===== src/logic/timer0_pkg.sv =====
// constants, register map and helper functions of the timer0 block
// How it works
// - count only while run_control is 1; hold the count otherwise.
// - after reset every timer0_control bit reads 1, so the timer runs.
// - width_select 1 gives an 8-bit counter, 0 gives a 16-bit counter.
// - source_select 0 counts instruction cycles, 1 counts pin transitions.
// - edge_select 1 counts falling pin edges, 0 counts rising pin edges.
// - prescaler_bypass 1 skips the prescaler; 0 clocks from its output.
// - prescale_field n divides by 2 to the power n+1, from 1:2 to 1:256.
// - timer mode without prescaler increments once every instruction cycle.
// - after a low count byte write, increments pause for two cycles.
// - the count pin is synchronised first, so the count lags the edge.
// - the prescaler is an 8-bit counter hidden from software.
// - a count write clears the prescaler and keeps prescaler_bypass.
// - prescaler assignment may change at any time while running.
// - overflow_flag sets on wrap FFh to 00h, or FFFFh to 0000h.
// - the overflow request is raised only while its enable bit is 1.
// - overflow_flag stays set until software clears it.
// - sleep stops the timer, so overflow cannot wake the processor.
// - in 16-bit mode a low byte read copies the true high byte to buffer.
// - in 16-bit mode a low byte write loads the true high byte from buffer.
`default_nettype none
package timer0_pkg;
    localparam int ADDR_W = 2;
    localparam int DATA_W = 8;
    localparam int PRESCALE_W = 8;
    localparam logic [1:0] OFF_CONTROL = 2'h0;
    localparam logic [1:0] OFF_COUNT_LOW = 2'h1;
    localparam logic [1:0] OFF_HIGH_BUFFER = 2'h2;
    localparam logic [1:0] OFF_INTERRUPT_CONTROL = 2'h3;
    localparam int BIT_RUN = 7;
    localparam int BIT_WIDTH8 = 6;
    localparam int BIT_SOURCE = 5;
    localparam int BIT_EDGE = 4;
    localparam int BIT_BYPASS = 3;
    localparam int BIT_ENABLE = 5;
    localparam int BIT_FLAG = 2;
    localparam logic [7:0] CONTROL_RESET = 8'hff;
    localparam logic [7:0] COUNT_RESET = 8'h00;
    localparam logic [7:0] HIGH_BUFFER_RESET = 8'h00;
    localparam logic [1:0] INHIBIT_CYCLES = 2'h2;

    // mask of the prescaler bits that must all be one for an output tick
    function automatic logic [PRESCALE_W-1:0] ratio_mask(
        input logic [2:0] sel);
        logic [PRESCALE_W:0] wide;
        wide = (9'h002 << sel) - 9'h001;
        return wide[PRESCALE_W-1:0];
    endfunction : ratio_mask
endpackage : timer0_pkg
`default_nettype wire


===== src/logic/timer0_link_if.sv =====
// carrier between the timer core and its prescaler
`timescale 1ns/10ps
`default_nettype none
interface timer0_link_if;
    logic raw_tick;
    logic [2:0] ratio;
    logic clear;
    logic out_tick;
    modport core(output raw_tick, output ratio, output clear,
        input out_tick);
    modport divider(input raw_tick, input ratio, input clear,
        output out_tick);
endinterface : timer0_link_if
`default_nettype wire


===== src/logic/pin_edge_sync.sv =====
// synchroniser and edge detector for the external count pin
`timescale 1ns/10ps
`default_nettype none
module pin_edge_sync (
    input wire logic mclk,
    input wire logic rst,
    input wire logic external_count_pin,
    input wire logic edge_select,
    output logic tick
);
    logic s1;
    logic s2;
    logic s3;
    wire rise = s2 & ~s3;
    wire fall = ~s2 & s3;

    // s1 feeds only s2; the detector looks at s2 and s3
    always_ff @(posedge mclk) begin
        if (rst) begin
            s1 <= 1'b0;
            s2 <= 1'b0;
            s3 <= 1'b0;
        end else begin
            s1 <= external_count_pin;
            s2 <= s1;
            s3 <= s2;
        end
    end

    assign tick = edge_select ? fall : rise;

    property p_edge_lag;
        @(posedge mclk) disable iff (rst)
        tick |-> ($past(external_count_pin, 2)
            != $past(external_count_pin, 3))
            && ($past(external_count_pin, 2) == !edge_select);
    endproperty
    a_edge_lag: assert property (p_edge_lag)
        else $error("pin tick without matching delayed edge");
endmodule : pin_edge_sync
`default_nettype wire


===== src/logic/timer0_prescaler.sv =====
// hidden power-of-two prescaler
`timescale 1ns/10ps
`default_nettype none
module timer0_prescaler #(
    parameter int WIDTH = timer0_pkg::PRESCALE_W
) (
    input wire logic mclk,
    input wire logic rst,
    timer0_link_if.divider link
);
    logic [WIDTH-1:0] count;
    wire [WIDTH-1:0] mask = timer0_pkg::ratio_mask(link.ratio);

    // no register port reaches count, software never sees it
    always_ff @(posedge mclk) begin
        if (rst || link.clear) begin
            count <= '0;
        end else if (link.raw_tick) begin
            count <= count + 1'b1;
        end
    end

    assign link.out_tick = link.raw_tick && ((count & mask) == mask);

    property p_clear_restart;
        @(posedge mclk) disable iff (rst)
        link.clear ##1 !link.clear |-> !link.out_tick;
    endproperty
    a_clear_restart: assert property (p_clear_restart)
        else $error("prescaler ticked right after being cleared");
endmodule : timer0_prescaler
`default_nettype wire


===== src/logic/timer0_timer_counter.sv =====
// timer0 core: registers, count logic and overflow flag
//
// Design decisions made here: the address map and the strobed register port.
`timescale 1ns/10ps
`default_nettype none
module timer0_timer_counter (
    input wire logic mclk,
    input wire logic rst,
    input wire logic [timer0_pkg::ADDR_W-1:0] addr,
    input wire logic [timer0_pkg::DATA_W-1:0] wdata,
    input wire logic wr,
    input wire logic rd,
    output logic [timer0_pkg::DATA_W-1:0] rdata,
    input wire logic external_count_pin,
    input wire logic sleep,
    output logic overflow_request
);
    logic [7:0] timer0_control;
    logic [7:0] count_low;
    logic [7:0] count_high;
    logic [7:0] timer0_count_high_buffer;
    logic overflow_flag;
    logic overflow_interrupt_enable;
    logic [1:0] inhibit;
    logic ext_tick;

    timer0_link_if link ();

    wire wr_ctrl = wr && (addr == timer0_pkg::OFF_CONTROL);
    wire wr_low = wr && (addr == timer0_pkg::OFF_COUNT_LOW);
    wire wr_high = wr && (addr == timer0_pkg::OFF_HIGH_BUFFER);
    wire wr_intc = wr && (addr == timer0_pkg::OFF_INTERRUPT_CONTROL);
    wire rd_low = rd && (addr == timer0_pkg::OFF_COUNT_LOW);
    wire width8 = timer0_control[timer0_pkg::BIT_WIDTH8];
    wire bypass = timer0_control[timer0_pkg::BIT_BYPASS];

    // sleep also freezes the prescaler, nothing can tick while asleep
    wire run = timer0_control[timer0_pkg::BIT_RUN] && !sleep;
    wire source_tick = timer0_control[timer0_pkg::BIT_SOURCE] ?
        ext_tick : 1'b1;
    assign link.raw_tick = run && source_tick;
    assign link.ratio = timer0_control[2:0];
    assign link.clear = wr_low;
    // bypass is read live each cycle, so reassignment needs no handshake
    wire inc_tick = (bypass ? link.raw_tick : link.out_tick)
        && (inhibit == 2'h0);
    wire wrap8 = (count_low == 8'hff);
    wire wrap16 = wrap8 && (count_high == 8'hff);
    wire overflow_event = inc_tick && (width8 ? wrap8 : wrap16);

    wire [7:0] next_count_low = wr_low ? wdata :
        inc_tick ? count_low + 8'h01 : count_low;
    wire [7:0] next_count_high = (wr_low && !width8) ?
        timer0_count_high_buffer :
        (inc_tick && !width8 && wrap8) ? count_high + 8'h01 :
        count_high;
    wire [7:0] next_high_buffer = wr_high ? wdata :
        (rd_low && !width8) ? count_high :
        timer0_count_high_buffer;
    // a wrap in the clearing cycle still leaves the flag set
    wire next_flag = overflow_event ||
        (wr_intc ? wdata[timer0_pkg::BIT_FLAG] : overflow_flag);
    wire [1:0] next_inhibit = wr_low ? timer0_pkg::INHIBIT_CYCLES :
        (inhibit != 2'h0) ? inhibit - 2'h1 : inhibit;

    wire [7:0] intc_view = {2'h0, overflow_interrupt_enable, 2'h0,
        overflow_flag, 2'h0};
    wire [7:0] read_mux =
        (addr == timer0_pkg::OFF_CONTROL) ? timer0_control :
        (addr == timer0_pkg::OFF_COUNT_LOW) ? count_low :
        (addr == timer0_pkg::OFF_HIGH_BUFFER) ? timer0_count_high_buffer :
        intc_view;

    pin_edge_sync u_sync (
        .mclk(mclk),
        .rst(rst),
        .external_count_pin(external_count_pin),
        .edge_select(timer0_control[timer0_pkg::BIT_EDGE]),
        .tick(ext_tick)
    );

    timer0_prescaler #(
        .WIDTH(timer0_pkg::PRESCALE_W)
    ) u_prescaler (
        .mclk(mclk),
        .rst(rst),
        .link(link)
    );

    always_ff @(posedge mclk) begin
        if (rst) begin
            timer0_control <= timer0_pkg::CONTROL_RESET;
        end else if (wr_ctrl) begin
            timer0_control <= wdata;
        end
    end

    always_ff @(posedge mclk) begin
        if (rst) begin
            count_low <= timer0_pkg::COUNT_RESET;
            count_high <= timer0_pkg::COUNT_RESET;
            timer0_count_high_buffer <= timer0_pkg::HIGH_BUFFER_RESET;
            inhibit <= 2'h0;
        end else begin
            count_low <= next_count_low;
            count_high <= next_count_high;
            timer0_count_high_buffer <= next_high_buffer;
            inhibit <= next_inhibit;
        end
    end

    always_ff @(posedge mclk) begin
        if (rst) begin
            overflow_flag <= 1'b0;
            overflow_interrupt_enable <= 1'b0;
        end else begin
            overflow_flag <= next_flag;
            if (wr_intc) begin
                overflow_interrupt_enable <= wdata[timer0_pkg::BIT_ENABLE];
            end
        end
    end

    always_ff @(posedge mclk) begin
        if (rst) begin
            rdata <= 8'h00;
        end else begin
            rdata <= rd ? read_mux : 8'h00;
        end
    end

    assign overflow_request = overflow_flag && overflow_interrupt_enable;

    property p_hold_when_off;
        @(posedge mclk) disable iff (rst)
        !timer0_control[timer0_pkg::BIT_RUN] && !wr_low |=> $stable(count_low);
    endproperty
    a_hold_when_off: assert property (p_hold_when_off)
        else $error("count moved while stopped");

    property p_reset_enabled;
        @(posedge mclk) rst |=> timer0_control == 8'hff;
    endproperty
    a_reset_enabled: assert property (p_reset_enabled)
        else $error("control not all ones after reset");

    property p_timer_every_cycle;
        @(posedge mclk) disable iff (rst)
        run && !timer0_control[timer0_pkg::BIT_SOURCE] && bypass
            && inhibit == 2'h0 && !wr_low
            |=> count_low == $past(count_low) + 8'h01;
    endproperty
    a_timer_every_cycle: assert property (p_timer_every_cycle)
        else $error("timer mode missed an instruction cycle");

    property p_inhibit_two;
        @(posedge mclk) disable iff (rst)
        wr_low ##1 !wr_low ##1 !wr_low |=> count_low == $past(wdata, 3);
    endproperty
    a_inhibit_two: assert property (p_inhibit_two)
        else $error("count moved within two cycles of a low write");

    property p_overflow_sets;
        @(posedge mclk) disable iff (rst)
        overflow_event && !wr_low |=> overflow_flag && count_low == 8'h00;
    endproperty
    a_overflow_sets: assert property (p_overflow_sets)
        else $error("wrap did not set the overflow flag");

    property p_flag_sticky;
        @(posedge mclk) disable iff (rst)
        overflow_flag && !wr_intc |=> overflow_flag;
    endproperty
    a_flag_sticky: assert property (p_flag_sticky)
        else $error("overflow flag dropped without software clear");

    property p_request_masked;
        @(posedge mclk) disable iff (rst)
        $rose(overflow_request) |-> overflow_interrupt_enable
            && $past(overflow_event || wr_intc);
    endproperty
    a_request_masked: assert property (p_request_masked)
        else $error("request rose without enable or cause");

    property p_sleep_stops;
        @(posedge mclk) disable iff (rst)
        sleep && !wr_low |=> $stable(count_low) && $stable(count_high);
    endproperty
    a_sleep_stops: assert property (p_sleep_stops)
        else $error("count moved during sleep");

    property p_read_copies;
        @(posedge mclk) disable iff (rst)
        rd_low && !width8 |=> timer0_count_high_buffer == $past(count_high);
    endproperty
    a_read_copies: assert property (p_read_copies)
        else $error("low read did not copy high byte");

    property p_write_loads;
        @(posedge mclk) disable iff (rst)
        wr_low && !width8 |=> count_high == $past(timer0_count_high_buffer);
    endproperty
    a_write_loads: assert property (p_write_loads)
        else $error("low write did not load high byte");

    property p_width8_high;
        @(posedge mclk) disable iff (rst)
        width8 |=> $stable(count_high);
    endproperty
    a_width8_high: assert property (p_width8_high)
        else $error("high byte changed in 8-bit mode");

    property p_high_carry;
        @(posedge mclk) disable iff (rst)
        inc_tick && !width8 && wrap8 && !wr_low
            |=> count_high == $past(count_high) + 8'h01;
    endproperty
    a_high_carry: assert property (p_high_carry)
        else $error("low byte wrap did not carry into high byte");

    // a clear racing a wrap must not lose the overflow
    property p_flag_set_wins;
        @(posedge mclk) disable iff (rst)
        overflow_event && wr_intc |=> overflow_flag;
    endproperty
    a_flag_set_wins: assert property (p_flag_set_wins)
        else $error("software clear beat a same-cycle overflow");

    property p_bypass_counts;
        @(posedge mclk) disable iff (rst)
        bypass && link.raw_tick && inhibit == 2'h0 && !wr_low
            |=> count_low == $past(count_low) + 8'h01;
    endproperty
    a_bypass_counts: assert property (p_bypass_counts)
        else $error("bypassed source tick did not count");

    property p_prescaled_waits;
        @(posedge mclk) disable iff (rst)
        !bypass && !link.out_tick && !wr_low |=> $stable(count_low);
    endproperty
    a_prescaled_waits: assert property (p_prescaled_waits)
        else $error("count moved without a prescaler output tick");
endmodule : timer0_timer_counter
`default_nettype wire


===== config.mk =====
export PLATFORM = sky130hd
export DESIGN_NAME = timer0_timer_counter
export DESIGN_NICKNAME = d
export VERILOG_FILES = /design/src/logic/timer0_pkg.sv /design/src/logic/timer0_link_if.sv /design/src/logic/pin_edge_sync.sv /design/src/logic/timer0_prescaler.sv /design/src/logic/timer0_timer_counter.sv
export SDC_FILE = /design/constraint.sdc
export NUM_CORES = 1
export LEC_CHECK = 0
export BUFFER_PORTS_ARGS = -buffer_cell sky130_fd_sc_hd__buf_4
export CORE_ASPECT_RATIO = 1.25
export CORE_MARGIN = 5
export CORE_UTILIZATION = 28
export DETAILED_ROUTE_END_ITERATION = 6
export GPL_ROUTABILITY_DRIVEN = 0
export PLACE_DENSITY = 0.53
export REMOVE_ABC_BUFFERS = 1
export SYNTH_ARGS = -nofsm -noshare
export SYNTH_HDL_FRONTEND = slang
export SYNTH_SLANG_ARGS = --single-unit
export TNS_END_PERCENT = 10

===== constraint.sdc =====
create_clock -name mclk -period 2.3 [get_ports mclk]
set_input_delay 0.46 -clock mclk [delete_from_list [all_inputs] [get_ports mclk]]
set_output_delay 0.46 -clock mclk [all_outputs]
set_load 0.03 [all_outputs]

* Word-level counts from Yosys, hierarchy flattened
Cells that the tools add are included.
Word-level totals: input port bits 16, bits in registers 55, word-level logic and storage cells 76
Cells by class: $add $sub $neg 5, equal/unequal tests 6, shifts and indexed selects 1, bitwise logic cells 6, mux-type cells 16, reduce and logical (&&, ||, !) cells 29
Operator list (count):
- $mux W8 | 9
- $add A8 B1 Y8 const B | 3
- $eq A8 B8 Y1 const B | 2
- $logic_and A1 B1 Y1 | 16
- $reduce_bool A2 Y1 | 5
- $and A8 B8 Y8 | 1
- $eq A8 B8 Y1 | 1
- $shl A2 B3 Y8 const A | 1
- $sub A8 B1 Y8 const B | 1
- $mux W1 | 5
- $eq A2 B2 Y1 const B | 2
- $logic_not A2 Y1 | 2
- $mux W2 | 2
- $reduce_or A2 Y1 | 2
- $not A1 Y1 | 3
- $and A1 B1 Y1 | 2
- $eq A2 B1 Y1 const B | 1
- $logic_not A1 Y1 | 2
- $logic_or A1 B1 Y1 | 2
- $sub A2 B1 Y2 const B | 1

* Depth between registers and ports, before layout
depth in word-level cells 12, mapped depth 7

* Modules after synthesis
From an unflattened synthesis, not the netlist that was laid out.
Second synthesis, totals: cell total of the unflattened synthesis 310, area total of the unflattened synthesis 2822.7 um2
By module, submodules not included:
- timer0_timer_counter | cells an instance 240, area each 2218.4 um2, sequential area each 880.8 um2, instances 1
- timer0_prescaler | cells an instance 61, area each 503.0 um2, sequential area each 160.2 um2, instances 1
- pin_edge_sync | cells an instance 9, area each 101.3 um2, sequential area each 60.1 um2, instances 1

* Worst setup path after synthesis
OpenSTA, ideal clock, no wires.
path kind register to register, from register timer0_control[4], to register count_low[7], setup time 134 ps, slack 144 ps, cell stages (with the launch flop) 8, arrival 2021 ps, path buffers 1, cells stage by stage dfxtp_1 > or3b_4 > a311oi_4 > nor3b_4 > o21a_4 > buf_6 > mux2i_1 > a211oi_2
Between the ends: word-level cells in the longest chain between the ends 7
Ends and longest elaborated chain:
- start: declaration | RTL line timer0_timer_counter.sv:18 | logic [7:0] timer0_control;
- start signal: assignment | RTL line timer0_timer_counter.sv:92 | timer0_control <= timer0_pkg::CONTROL_RESET;
- start signal: assignment | RTL line timer0_timer_counter.sv:94 | timer0_control <= wdata;
- $mux W1 (*) | RTL line pin_edge_sync.sv:30 | assign tick = edge_select ? fall : rise;
- $mux W1 (*) | RTL line timer0_timer_counter.sv:39 | wire source_tick = timer0_control[timer0_pkg::BIT_SOURCE] ?
- $logic_and A1 B1 Y1 (*) | RTL line timer0_timer_counter.sv:41 | assign link.raw_tick = run && source_tick;
- $logic_and A1 B1 Y1 | RTL line timer0_prescaler.sv:23 | assign link.out_tick = link.raw_tick && ((count & mask) == mask);
- $mux W1 (*) | RTL line timer0_timer_counter.sv:45 | wire inc_tick = (bypass ? link.raw_tick : link.out_tick)
- $logic_and A1 B1 Y1 (*) | RTL line timer0_timer_counter.sv:46 | && (inhibit == 2'h0);
- $reduce_bool A2 Y1 (no line) (*)
- end signal: assignment | RTL line timer0_timer_counter.sv:100 | count_low <= timer0_pkg::COUNT_RESET;
- end signal: assignment | RTL line timer0_timer_counter.sv:105 | count_low <= next_count_low;
- end: declaration | RTL line timer0_timer_counter.sv:19 | logic [7:0] count_low;
Every way passes the cells marked *; elsewhere a longest branch is shown, timed or not. A chain may end at the register's enable or synchronous reset.

* Worst setup path after layout
from register timer0_control[4], to register count_high[3]
Between the ends: word-level cells in the longest chain between the ends 9
Ends and longest elaborated chain:
- $mux W1 (*) | RTL line pin_edge_sync.sv:30
- $mux W1 (*) | RTL line timer0_timer_counter.sv:39
- $logic_and A1 B1 Y1 (*) | RTL line timer0_timer_counter.sv:41
- $logic_and A1 B1 Y1 | RTL line timer0_prescaler.sv:23
- $mux W1 (*) | RTL line timer0_timer_counter.sv:45
- $logic_and A1 B1 Y1 (*) | RTL line timer0_timer_counter.sv:46
- $logic_and A1 B1 Y1 (*) (2 in a row) | RTL line timer0_timer_counter.sv:55 | (inc_tick && !width8 && wrap8) ? count_high + 8'h01 :
- $reduce_bool A2 Y1 (no line) (*)
- end signal: assignment | RTL line timer0_timer_counter.sv:101 | count_high <= timer0_pkg::COUNT_RESET;
- end signal: assignment | RTL line timer0_timer_counter.sv:106 | count_high <= next_count_high;
- end: declaration | RTL line timer0_timer_counter.sv:20 | logic [7:0] count_high;
Marks and branches as above.

==> flow_metrics.py <==
metrics = {
    "critical_path": {
        "cp-end-kind": "flip-flop",
        "rrSetupSlack_ns": 0.14,
        "cp_data_arrival_time_ns": 2.35,
        "critical_path.slowest_cell": "or3b_4",
        "cp.required_ns": 2.49,
        "max_stage_delay_ns": 0.41,
        "crit_family": "compound AO/OA/AOI/OAI gates",
        "start_kind": "flip-flop",
        "crit_buf_inv": 0,
        "path_cells": "or3b_4 > a311oi_4 > nor3b_4 > o21ai_1 > o311ai_1 > nand2_1",
        "crit_type": "flip-flop to flip-flop",
        "cp_max_fo": 6,
    },
    "layout": {
        "final_area_um2": 3380,
        "syn2layout_area_growth_pct": 20.1,
        "drive_gt1_frac": 0.178,
        "finish.utilization": 0.339,
        "num_antenna_cells": 0,
        "final_nets": 367,
    },
    "run": {
        "maxCapViolations": 0,
    },
    "power_and_ir_drop": {
        "irDropWorstVdd_mv": 0.343,
        "power_density_nw_per_um2": 653,
        "power_leakage_nw": 1.25,
    },
    "routing": {
        "postRouteAntennaNets": 0,
        "drt_iter0_drc": 190,
        "drc_errors": 0,
        "wl_mm": 7.81,
        "firstDrtPassIters": 4,
        "via_per_inst": 5.14,
        "wl_per_cell_um": 16.3,
        "vias": 2456,
    },
    "logic_synthesis": {
        "synth.most_common_cell": "dfxtp_1",
        "yosysUniqueCellTypes": 51,
        "synth-seq-area-share": 0.391,
        "syn_avg_cell_area_um2": 8.82,
        "synth_edf_count": 0,
        "syn_inst": 319,
        "async_reset_ff_frac": 0,
        "synth_flop_cell": "dfxtp_1",
        "synth_area_leader_cell": "dfxtp_1",
        "netlist.area_leader.share": 0.391,
        "synthTopCellsByArea": "dfxtp_1 39%, mux2i_1 10%, nor2_1 5.5%",
        "syn_area_um2": 2810,
        "ys_top_cells_by_count": "55 x dfxtp_1, 41 x nor2_1, 29 x mux2i_1",
        "ys_warn_count": 0,
        "ys_ff_latch": 55,
    },
    "floorplanning": {
        "rows": 41,
        "core_um2": 9950,
        "die_x_um": 99.6,
        "ioPinCount": 25,
        "die_h_um": 122,
        "start_util": 0.283,
        "dieArea_um2": 12200,
    },
    "placement": {
        "dp_hpwl_mm": 5.82,
        "placed_area_um2": 3190,
        "post-place-ws_ns": 0.154,
        "port_buffers": 24,
    },
    "grt": {
        "track_usage": 0.134,
        "grt_pass1_wl_mm": 12.7,
        "first_global_vias": 2400,
        "antenna_found_initial": 0,
        "overflow": 0,
        "grt_max_degree": 24,
    },
    "cts": {
        "insertion_delay_ns": 0.30,
        "clk_path_buf_depth": 2,
        "cts.sinks": 55,
        "post_cts_buffers": 0,
        "path_clk_slew_ns": 0.07,
        "root_buffer": "clkbuf_16",
        "cts_max_level": 2,
        "cts_buffers": 5,
        "cts_tree": "done",
    },
    "sta": {
        "fin_ws_ns": 0.141,
        "finalHoldViolations": 0,
        "fin_crit_sh": 0.939,
        "clock_skew_ns": 0.00390,
        "rsz0062_at_grt": "true",
        "slew_headroom": 0.630,
        "maxSlewViolCount": 0,
        "worst_slew_pin_slew_ns": 0.553,
        "setup_violations": 0,
        "timing.fmax_ghz": 0.463,
        "finalCriticalPeriod_ns": 2.16,
        "setup_tns_ns": 0,
        "whs_ns": 0.370,
    },
    "status": {
        "status": "completed",
    },
    "hold_path": {
        "hold_path_class": "input pin to flip-flop",
    },
}
-- stage by stage --
step                      std cells  total power, mW
after floorplan                 301             1.14
after global placement          470             1.25
after detailed placement        470             1.25
after CTS                       478             2.23
after global routing            478             2.29
final                           478             2.21
-- final timing paths --
path	cells after the start	end	startpoint
min reg2reg	1	u_sync.s2$_SDFF_PP0_	u_sync.s1$_SDFF_PP0_
max	6	count_high[3]$_SDFFE_PP0P_	timer0_control[4]$_SDFFE_PP1P_
max reg2reg	6	count_high[3]$_SDFFE_PP0P_	timer0_control[4]$_SDFFE_PP1P_
min	2	u_sync.s1$_SDFF_PP0_	external_count_pin
-- where the power goes --
| group | internal [mW] | switching [mW] | total (mW) |
|---|---|---|---|
| registers | 0.983 | 0.0346 | 1.02 |
| clock network | 0.625 | 0.353 | 0.978 |
| logic | 0.0912 | 0.120 | 0.211 |
| total | 1.70 | 0.508 | 2.21 |
-- worst reg2reg max path, cell delays in order (launching register included) --
cell	delay, ns
dfxtp_1	0.33
or3b_4	0.41
a311oi_4	0.32
nor3b_4	0.30
o21ai_1	0.25
o311ai_1	0.36
nand2_1	0.08
-- logic make-up after synthesis --
family                   count (synthesis)  share of synthesized area
adder cells (fa/ha/maj)                  3                     0.0133
AND/OR/NAND/NOR                        125                      0.227
flip-flops                              55                      0.391
multiplexers                            31                      0.119
XOR/XNOR                                 8                     0.0249
AO/OA/AOI/OAI                           73                      0.183
buffers and inverters                   24                     0.0409
-- area by class of cell --
type,instances,area (µm²)
fill,1053,6570
multi-input combinational,240,1600
sequential,55,1100
timing repair buffer,40,300
tap,129,161
clock buffer,6,129
clock inverter,2,60.1
inverter,6,22.5
-- cell usage in the layout (no fill, tap or decap), types with 5 or more instances in the layout --
master and count:
nor3_1 9, nand3_1 12, dfxtp_1 54, clkbuf_16 5, mux2i_1 29, a211oi_1 10, inv_1 6, o21ai_0 17
o211ai_1 5, nand4_1 6, nand2_1 25, buf_4 40, a21oi_1 17, xor2_1 5, nor2_1 41
-- state kept, by name, summed over array words and instances (netlist names), 2 cells and up --
signal and flops:
count_high 8, count_low 8, rdata 8, timer0_control 8, timer0_count_high_buffer 8, u_prescaler.count 8
inhibit 2
-- timing repair --
item | 4_1_cts | 5_1_grt
hold buffers | 0 | 0
setup endpoints to repair | 0 | 3
hold endpoints to repair | 0 | 0
gates resized for setup | 0 | 1
-- layer usage --
metal	wire length (µm)	track usage	up-vias
met2	3940	0.233	49
met5	0	0	-
met4	155	0.0478	0
met1	3420	0.166	1175
li1	-	-	1224
met3	296	0.0235	8
Power figures use the tool's default switching activity.
